<file path="config.mk">
export PLATFORM = sky130hd
export DESIGN_NAME = urx_top
export DESIGN_NICKNAME = d
export VERILOG_FILES = /design/src/urx_shift.v /design/src/urx_top.v
export VERILOG_INCLUDE_DIRS = /design/src
export SDC_FILE = /design/constraint.sdc
export NUM_CORES = 1
export LEC_CHECK = 0
export BUFFER_PORTS_ARGS = -buffer_cell sky130_fd_sc_hd__clkbuf_2
export CAP_MARGIN = 10
export CORE_ASPECT_RATIO = 1.5
export CORE_MARGIN = 3
export CORE_UTILIZATION = 23
export DETAILED_ROUTE_END_ITERATION = 10
export PLACE_DENSITY = 0.39
export SYNTH_ARGS = -nofsm -noshare
export SYNTH_HDL_FRONTEND = slang
export SYNTH_HIERARCHICAL = 1
export SYNTH_SLANG_ARGS = --single-unit
</file>
<file path="constraint.sdc">
create_clock -name clk -period 5.09 [get_ports clk]
set_input_delay 0 -clock clk [delete_from_list [all_inputs] [get_ports clk]]
set_output_delay 0 -clock clk [all_outputs]
set_load 0.05 [all_outputs]
</file>
<file path="src/urx_defines.vh">
// Purpose: Constants for the receive buffer, status and error block.
// Assumes: 50 MHz system clock; sample tick supplied from outside.
// Notes:   Operation
`ifndef URX_DEFINES_VH
`define URX_DEFINES_VH
`define URX_DEPTH       2
`define URX_ENTRY_W     12
`define URX_F_NINTH     8
`define URX_F_FE        9
`define URX_F_DOR       10
`define URX_F_UPE       11
`define URX_OS_NORMAL   5'h10
`define URX_OS_DOUBLE   5'h08
`define URX_VOTE_NORMAL 5'h08
`define URX_VOTE_DOUBLE 5'h04
`define URX_SIZE_NINE   3'h7
`endif

</file>
<file path="src/urx_shift.v">
// Purpose: Serial receive shift register with start-bit vote and parity.
// Assumes: sample_tick pulses at 16x (or 8x) the bit rate; sync_tick
//          pulses once per bit on the external clock edge when synchronous.
// Notes:   Produces one frame word per received frame.
`timescale 1ns/10ps
`include "urx_defines.vh"
module urx_shift (
  input  wire        clk,
  input  wire        nrst,
  input  wire        enable,
  input  wire        rx_pin,
  input  wire        sample_tick,
  input  wire        sync_mode,
  input  wire        sync_tick,
  input  wire        double_speed_sel,
  input  wire [2:0]  char_size_sel,
  input  wire        parity_enable_bit,
  input  wire        parity_odd_sel,
  output reg         start_seen,
  output reg         frame_done,
  output reg  [11:0] frame_word
);
  localparam ST_IDLE  = 3'b001;
  localparam ST_START = 3'b010;
  localparam ST_BITS  = 3'b100;

  reg [2:0] state;      // One-hot receiver state.
  reg [4:0] sample_cnt; // Oversample counter inside a bit.
  reg [2:0] votes;      // Three centre samples of the current bit.
  reg [3:0] bit_idx;    // Bit index after the start bit.
  reg [8:0] data;       // Collected data bits, LSB first.
  reg       par_bit;    // Received parity bit.

  wire [4:0] os   = double_speed_sel ? `URX_OS_DOUBLE : `URX_OS_NORMAL;
  wire [4:0] vote = double_speed_sel ? `URX_VOTE_DOUBLE : `URX_VOTE_NORMAL;
  wire [3:0] nbits = (char_size_sel == `URX_SIZE_NINE) ? 4'h9 :
                     ({2'b00, char_size_sel[1:0]} + 4'h5);
  wire [3:0] last_idx = nbits + {3'b000, parity_enable_bit};

  // Majority of three samples.
  function maj3;
    input [2:0] s;
    begin
      maj3 = (s[0] & s[1]) | (s[0] & s[2]) | (s[1] & s[2]);
    end
  endfunction

  // Resolved value of a bit: pin directly when synchronous.
  wire bit_val = sync_mode ? rx_pin : maj3(votes);
  wire bit_end = sync_mode ? sync_tick :
                 (sample_tick && sample_cnt == os);
  // Even parity when the odd select is zero, odd parity when it is one.
  wire calc_par = ^(data & ((9'h001 << nbits) - 9'h001)) ^
                  parity_odd_sel;

  // Receive sequencer; disable returns it to idle at once.
  always @(posedge clk or negedge nrst) begin
    if (!nrst) begin
      state      <= ST_IDLE;
      sample_cnt <= 5'h00;
      votes      <= 3'h0;
      bit_idx    <= 4'h0;
      data       <= 9'h000;
      par_bit    <= 1'b0;
      start_seen <= 1'b0;
      frame_done <= 1'b0;
      frame_word <= 12'h000;
    end else begin
      start_seen <= 1'b0;
      frame_done <= 1'b0;
      if (!enable) begin
        state <= ST_IDLE;
      end else begin
        case (state)
          ST_IDLE: begin
            // The tick that sees the first low level is sample one, so
            // the next tick is sample two and the vote hits 8 to 10 (4 to 6 at double speed).
            sample_cnt <= 5'h02;
            votes      <= 3'h0;
            if (sync_mode ? (sync_tick && !rx_pin) :
                (sample_tick && !rx_pin)) begin
              if (sync_mode) begin
                state      <= ST_BITS;
                bit_idx    <= 4'h0;
                start_seen <= 1'b1;
              end else begin
                state <= ST_START;
              end
            end
          end
          ST_START: begin
            if (sample_tick) begin
              sample_cnt <= sample_cnt + 5'h01;
              if (sample_cnt >= vote && sample_cnt <= vote + 5'h02)
                votes <= {votes[1:0], rx_pin};
              if (sample_cnt == vote + 5'h02) begin
                if (maj3({votes[1:0], rx_pin})) begin
                  state <= ST_IDLE;
                end else begin
                  start_seen <= 1'b1;
                end
              end
              if (sample_cnt == os) begin
                state      <= ST_BITS;
                sample_cnt <= 5'h01;
                bit_idx    <= 4'h0;
              end
            end
          end
          ST_BITS: begin
            if (sample_tick && !sync_mode) begin
              sample_cnt <= (sample_cnt == os) ? 5'h01 :
                            sample_cnt + 5'h01;
              if (sample_cnt >= vote && sample_cnt <= vote + 5'h02)
                votes <= {votes[1:0], rx_pin};
            end
            if (bit_end) begin
              bit_idx <= bit_idx + 4'h1;
              if (bit_idx < nbits) begin
                data[bit_idx] <= bit_val;
              end else if (bit_idx < last_idx) begin
                par_bit <= bit_val;
              end else begin
                // First stop bit ends the frame; a second is ignored.
                state      <= ST_IDLE;
                frame_done <= 1'b1;
                frame_word[7:0] <= data[7:0] &
                  ((char_size_sel == `URX_SIZE_NINE) ? 8'hFF :
                   (8'hFF >> (4'h8 - nbits)));
                // A stale ninth bit from an earlier frame must not leak.
                frame_word[`URX_F_NINTH] <= data[8] &
                  (char_size_sel == `URX_SIZE_NINE);
                frame_word[`URX_F_FE]    <= ~bit_val;
                frame_word[`URX_F_DOR]   <= 1'b0;
                frame_word[`URX_F_UPE]   <= parity_enable_bit &
                                            (calc_par != par_bit);
              end
            end
          end
          default: state <= ST_IDLE;
        endcase
      end
    end
  end
endmodule

</file>
<file path="src/urx_top.v">
// Purpose: Receive buffer, status flags and error logic of a serial port.
// Assumes: All inputs synchronous to clk; data port read is a pulse.
// Notes:   Two-entry buffer plus shift register; overrun tagged on entry.
`timescale 1ns/10ps
`include "urx_defines.vh"
module urx_top #(
  parameter DEPTH = `URX_DEPTH
) (
  input  wire        clk,
  input  wire        nrst,
  input  wire        rx_pin,
  input  wire        sample_tick,
  input  wire        sync_mode,
  input  wire        ext_transfer_clock,
  input  wire        rx_enable_bit,
  input  wire        rx_complete_irq_en,
  input  wire        global_irq_en,
  input  wire        double_speed_sel,
  input  wire [2:0]  char_size_sel,
  input  wire        stop_bit_sel,
  input  wire        parity_enable_bit,
  input  wire        parity_odd_sel,
  input  wire        rx_data_read,
  output reg  [7:0]  rx_data_port,
  output reg         rx_ninth_bit,
  output reg         frame_err_flag,
  output reg         overrun_flag,
  output reg         parity_err_flag,
  output reg         rx_complete_flag,
  output reg         rx_complete_irq,
  output reg         rx_pin_owned
);
  reg [11:0] mem [0:DEPTH-1]; // Buffer entries, one word per frame.
  reg        rd_ptr;          // Read slot.
  reg        wr_ptr;          // Write slot.
  reg [1:0]  count;           // Entries held.
  reg        held;            // Frame waiting in the shift register.
  reg [11:0] held_word;       // Word parked while buffer is full.
  reg        lost;            // A frame was dropped since last store.
  reg        xck_d;           // Previous external clock level.

  wire        start_seen;
  wire        frame_done;
  wire [11:0] frame_word;
  wire        sync_tick = ext_transfer_clock & ~xck_d;

  // Receiver core; stop_bit_sel is not used by it.
  urx_shift u_shift (
    .clk               (clk),
    .nrst              (nrst),
    .enable            (rx_enable_bit),
    .rx_pin            (rx_pin),
    .sample_tick       (sample_tick),
    .sync_mode         (sync_mode),
    .sync_tick         (sync_tick),
    .double_speed_sel  (double_speed_sel),
    .char_size_sel     (char_size_sel),
    .parity_enable_bit (parity_enable_bit),
    .parity_odd_sel    (parity_odd_sel),
    .start_seen        (start_seen),
    .frame_done        (frame_done),
    .frame_word        (frame_word)
  );

  wire full = (count == DEPTH);
  wire pop  = rx_data_read && (count != 2'b00);
  // A frame to store: freshly done or parked, and room after the pop.
  wire new_in  = held ? 1'b0 : frame_done;
  wire src_val = held | new_in;
  wire push    = src_val && (!full || pop);
  wire [11:0] src_word = held ? held_word : frame_word;
  wire [1:0]  next_count = count + {1'b0, push} - {1'b0, pop};
  wire        next_rd    = pop ? ~rd_ptr : rd_ptr;

  // Buffer pointers, park slot and overrun tracking.
  always @(posedge clk or negedge nrst) begin
    if (!nrst) begin
      rd_ptr    <= 1'b0;
      wr_ptr    <= 1'b0;
      count     <= 2'b00;
      held      <= 1'b0;
      held_word <= 12'h000;
      lost      <= 1'b0;
      xck_d     <= 1'b0;
    end else begin
      xck_d <= ext_transfer_clock;
      if (!rx_enable_bit) begin
        // Flush everything at once.
        rd_ptr <= 1'b0;
        wr_ptr <= 1'b0;
        count  <= 2'b00;
        held   <= 1'b0;
        lost   <= 1'b0;
      end else begin
        rd_ptr <= next_rd;
        count  <= next_count;
        if (push) begin
          // Whole word written at once, overrun marked on entry.
          mem[wr_ptr] <= {src_word[11], lost, src_word[9:0]};
          wr_ptr      <= ~wr_ptr;
          held        <= 1'b0;
          lost        <= 1'b0;
        end else if (new_in) begin
          held      <= 1'b1;
          held_word <= frame_word;
        end
        // Full, one parked, new start: the parked frame is lost.
        if (full && held && start_seen && !pop) begin
          held <= 1'b0;
          lost <= 1'b1;
        end
      end
    end
  end

  wire [11:0] head = mem[next_rd];

  // Visible outputs come from registers updated each cycle.
  always @(posedge clk or negedge nrst) begin
    if (!nrst) begin
      rx_data_port     <= 8'h00;
      rx_ninth_bit     <= 1'b0;
      frame_err_flag   <= 1'b0;
      overrun_flag     <= 1'b0;
      parity_err_flag  <= 1'b0;
      rx_complete_flag <= 1'b0;
      rx_complete_irq  <= 1'b0;
      rx_pin_owned     <= 1'b0;
    end else begin
      rx_pin_owned <= rx_enable_bit;
      if (!rx_enable_bit || next_count == 2'b00) begin
        rx_data_port     <= 8'h00;
        rx_ninth_bit     <= 1'b0;
        frame_err_flag   <= 1'b0;
        overrun_flag     <= 1'b0;
        parity_err_flag  <= 1'b0;
        rx_complete_flag <= 1'b0;
        rx_complete_irq  <= 1'b0;
      end else begin
        // Head stays until a read; no write path exists to the flags.
        rx_data_port     <= (count == 2'b00 || (pop && count == 2'b01)) ?
                            src_word[7:0] : head[7:0];
        rx_ninth_bit     <= (count == 2'b00 || (pop && count == 2'b01)) ?
                            src_word[`URX_F_NINTH] : head[`URX_F_NINTH];
        frame_err_flag   <= (count == 2'b00 || (pop && count == 2'b01)) ?
                            src_word[`URX_F_FE] : head[`URX_F_FE];
        overrun_flag     <= (count == 2'b00 || (pop && count == 2'b01)) ?
                            lost : head[`URX_F_DOR];
        parity_err_flag  <= (count == 2'b00 || (pop && count == 2'b01)) ?
                            src_word[`URX_F_UPE] :
                            head[`URX_F_UPE];
        rx_complete_flag <= 1'b1;
        rx_complete_irq  <= rx_complete_irq_en & global_irq_en;
      end
    end
  end
endmodule

</file>
; ---- Word-level counts from Yosys, hierarchy flattened
; Memories as Yosys holds them, arrays and structs flattened.
; Cells that the tools add are included.
; W data, S select, Z words.
[word_totals]
reg_bits = 71
ramBits = 24
in_bits = 17
output_inout_bits = 15
n_memories = 1
[memory_table]
columns = memory, words, word_bits, rd, rd_clocked_by_memory_dff, wr, line_no
row1 = mem, 2, 12, 1, 0, 1, urx_top.v:33  ; reg [11:0] mem [0:DEPTH-1];
[op_classes]
addsub = 9
order_cmp = 6
eq_ne = 25
n_shift = 2
n_mux = 76
n_bitwise = 24
reduce_logical = 33
[ops]
columns = cell, n
row1 = $mux W1, 40
row2 = $mux W3, 13
row3 = $mux W4, 7
row4 = $mux W8, 3
row5 = $mux W5, 4
row6 = $pmux W3 S3, 2
row7 = $pmux W5 S3, 1
row8 = $reduce_and A7 Y1, 2
row9 = $logic_and A1 B1 Y1, 13
row10 = $mux W12, 1
row11 = $pmux W4 S3, 1
row12 = $eq A5 B5 Y1, 2
row13 = $ne A2 B1 Y1 const B, 5
row14 = $reduce_and A5 Y1, 2
row15 = $and A1 B1 Y1, 9
row16 = $and A9 B9 Y9, 1
row17 = $bwmux W9, 1
row18 = $ne A3 B3 Y1 const B, 3
row19 = $reduce_xor A9 Y1, 1
row20 = $shl A1 B4 Y9 const A, 1
row21 = $sub A9 B1 Y9 const B, 1
row22 = $and A8 B8 Y8, 1
row23 = $lt A4 B4 Y1, 2
row24 = $ne A4 B2 Y1 const B, 2
row25 = 36 further kinds, 57

; ---- Depth between registers and ports, before layout
[depth]
ltp_word = 9
depth_mapped = 15

; ---- Hierarchy
; Netlist, hierarchy kept.
[modules_own_cells]
columns = mod, instances, cells_each, area_per_inst_um2, seq_area_each_um2
row1 = urx_shift, 1, 302, 2733.9, 952.2
row2 = urx_top, 1, 161, 2438.6, 1546.5

; ---- Least setup slack after synthesis
; Ideal clock, no wire load.
[synth_path]
path_type = input -> register
startpoint = input char_size_sel[0]
endpoint = register u_shift.frame_word[11]
arrival_time_ps = 2554
setup_slack_ps = 2416
path_stages = 14
n_path_buf = 1
path_cell_list = ha_1 a21boi_2 inv_1 ha_1 fa_1 inv_1 ha_1 a21o_1 a21o_1 a21oi_1 or3_1 buf_6 and2_0 a31o_1
[synth_via]
elab_chain_len = 9
[synth_rtl]
columns = element, line_no
row1 = start: declaration, urx_top.v:19  ; input wire [2:0] char_size_sel,
row2 = $add A2 B3 Y4 or $eq A3 B3 Y1 (tied branches), -
row3 = $mux W4 *, urx_shift.v:36  ; wire [3:0] nbits = (char_size_sel == `URX_SIZE_NINE) ? 4'h9 :
row4 = $shl A1 B4 Y9, urx_shift.v:53  ; wire calc_par = ^(data & ((9'h001 << nbits) - 9'h001)) ^
row5 = $sub A9 B1 Y9, urx_shift.v:53
row6 = $and A9 B9 Y9, urx_shift.v:53
row7 = $reduce_xor A9 Y1, urx_shift.v:53
row8 = $xor A1 B1 Y1, urx_shift.v:53
row9 = $ne A1 B1 Y1, urx_shift.v:136  ; (calc_par != par_bit);
row10 = $and A1 B1 Y1, urx_shift.v:135  ; frame_word[`URX_F_UPE] <= parity_enable_bit &
row11 = end signal: indexed assignment, urx_shift.v:131  ; frame_word[`URX_F_NINTH] <= data[8] &
row12 = end signal: indexed assignment, urx_shift.v:133  ; frame_word[`URX_F_FE] <= ~bit_val;
row13 = end signal: indexed assignment, urx_shift.v:135
row14 = end: declaration, urx_shift.v:21  ; output reg [11:0] frame_word
; Mark *: on every way between the ends. The rest lies on a longest branch, timed or not.
; A chain may end at the register's enable or synchronous reset.

; ---- Worst setup path after layout
; Same ends and word-level chain as after synthesis.

==> impl_metrics.json <==
{
  "status": "complete, no violations",
  "fill_cells": 2256,
  "use_met2": 0.187,
  "fmax_mhz": 299,
  "hpwlAfterDp_um": 8510,
  "dr.pass1.iters": 6,
  "grt-ovfl-total": 0,
  "core-area_um2": 21900,
  "wl_per_cell_um": 14.9,
  "cts_tree": "built",
  "root_buffer": "clkbuf_16",
  "grt.total_usage": 0.100,
  "cts_inserted_buffers": 9,
  "switching_power_mw": 0.688,
  "min_path_cells": 3,
  "crit_type": "in -> reg",
  "hold_class": "in -> reg",
  "grt_first_pass_wirelength_um": 19400,
  "final_common_cell": "dfrtp_1",
  "antenna_found_initial": 0,
  "slew_headroom": 0.309,
  "seq_power_share": 0.401,
  "worst_pin_slew_ns": 1.03,
  "route.detailed.drc": 0,
  "swShare": 0.313,
  "drt-initial-drc-count": 205,
  "drv_cap": 0,
  "min_period_ns": 3.34,
  "fin_nets": 542,
  "fin_skew_ns": 0.00950,
  "r2r_slack_ns": 2.18,
  "cp-end-kind": "flop",
  "crit_path_cell_trace": "clkbuf_2 -> ha_1 -> a21boi_2 -> inv_1 -> ha_1 -> fa_1 -> inv_1 -> ha_1 -> a21o_1 -> a21o_1 -> a21oi_1 -> or3_1 -> inv_2 -> a31o_1",
  "cts_buffer_depth": 2,
  "die_x_um": 128,
  "combPwrFrac": 0.233,
  "grt_util_met3": 0.0167,
  "vias_per_cell": 4.44,
  "required_ns": 5.32,
  "wl_um": 11500,
  "rows": 66,
  "clkSlewWorstSetupHoldPaths_ns": 0.07,
  "arrival_ns": 3.57,
  "tns_ns": 0,
  "rr_endpoint": "rx_data_port[5]",
  "area_delta_synth_final_pct": 16.1,
  "rsz0062_at_grt": "no",
  "min_period_over_period": 0.657,
  "r2r-start": "count[1]",
  "min_to": "u_shift/frame_word[8]",
  "crit_top_cell": "ha_1",
  "drv_slew": 0,
  "p_per_area_nw_per_um2": 367,
  "drive_above_1_share": 0.200,
  "grt_pass1_vias": 3604,
  "setup_viol": 0,
  "pin_count": 32,
  "place_congestion": 0.801,
  "total_leakage_power_nw": 2.63,
  "grt_max_degree": 40,
  "h-tree-depth": 3,
  "grt-busiest-layer": "met2",
  "worstHoldStart": "char_size_sel[2]",
  "critPathSlowestCell": "or3_1",
  "layout_common_cells": "dfrtp_1 (70), nand2_1 (45), o21ai_0 (30), clkbuf_2 (29), ha_1 (28)",
  "syn_nets": 507,
  "antenna_left": 0,
  "num_antenna_cells": 0,
  "synth_area_um2": 5160,
  "yosys_warnings": 6,
  "cp_slowest_stage_delay_ns": 0.55,
  "portBuffers": 30,
  "grt_use_met1": 0.114,
  "placedCellCount": 749,
  "hold_violations": 0,
  "p_int_mw": 1.51,
  "via_count": 3432,
  "syn_avg_cell_area_um2": 11.2,
  "dieArea_um2": 24300,
  "crit_fanout": 19,
  "final_cells": 773,
  "synth_cells": 461,
  "cts_sinks": 95,
  "fp.dieH_um": 189,
  "start_util": 0.236,
  "reg2reg_depth": 8,
  "clkPwrFrac": 0.366,
  "max-vdd-ir-drop_mv": 0.152,
  "post_cts_resized": 0,
  "clk_latency_ns": 0.34,
  "critPathLaunchType": "input pin"
}
## power by group through the flow
stage	logic, mW	registers, mW	clock network (mW)
2_1_floorplan	0.415	0.882	0
3_3_place_gp	0.508	0.896	0
3_5_place_dp	0.516	0.898	0
4_1_cts	0.524	0.882	0.829
5_1_grt	0.581	0.890	0.857
6_report	0.512	0.881	0.804
## repair_timing
action	4_1_cts	5_1_grt
buffers inserted	0	0
endpoints found under the hold margin	42	0
hold buffers	8	0
## worst max-delay path, delay by kind of cell
kind	cells	cell delay [ns]
AOI/OAI and AO/OA	5	1.12
and+or+nand+nor	1	0.55
buffers and inverters	4	0.48
adders and majority gates	4	1.41
## how the worst max path moves through the flow
stage / cells after the start / from / slack, ns / endpoint
final: 14 / char_size_sel[0] / 1.75 / u_shift/frame_word[11]
after global routing: 14 / char_size_sel[0] / 1.48 / u_shift/frame_word[11]
after CTS: 14 / char_size_sel[0] / 1.70 / u_shift/frame_word[11]
after detailed placement: 14 / char_size_sel[0] / 1.35 / u_shift/frame_word[11]
after global placement: 14 / char_size_sel[0] / 1.41 / u_shift/frame_word[11]
after floorplan: 14 / char_size_sel[0] / 2.42 / u_shift/frame_word[11]
## flip-flops by register name (all words and copies together), names as in the netlist, 2 cells and up
| name | cells |
|---|---|
| u_shift/votes | 3 |
| count | 2 |
| u_shift/frame_word | 11 |
| mem | 24 |
| u_shift/data | 9 |
| u_shift/bit_idx | 4 |
| u_shift/sample_cnt | 5 |
| rx_data_port | 8 |
| held_word | 11 |
| u_shift/state | 3 |
## per-stage QoR
step | utilization | cell area [um^2] | setup slack (ns) | hold slack (ns) | power [mW]
2_1_floorplan | - | 5160 | 2.42 | -0.296 | 1.30
3_3_place_gp | 0.254 | 5560 | 1.41 | 0.0110 | 1.40
3_5_place_dp | 0.254 | 5560 | 1.35 | 0.0215 | 1.41
5_1_grt | 0.274 | 5990 | 1.48 | 0.0614 | 2.33
4_1_cts | 0.274 | 5990 | 1.70 | 0.0274 | 2.24
6_report | 0.274 | 5990 | 1.75 | 0.0391 | 2.20
## routing by layer
layer  part of all wire  vias up  wire, um
met4              0.015        0       174
met2               0.54       45      6230
li1                   -     1704         -
met3              0.023       10       264
met1               0.42     1673      4840
met5                  0        -         0
## layout make-up
cell class	count	area, um^2	share of cell area
flip-flops and latches	95	2500	0.417
multi-input cells	324	2450	0.409
well taps	272	340	0.0568
repair buffers	41	255	0.0426
clock buffers	9	225	0.0376
clock inverters	7	128	0.0213
inverters	25	93.8	0.0157
Note: power is estimated with default switching activity, not from simulation.
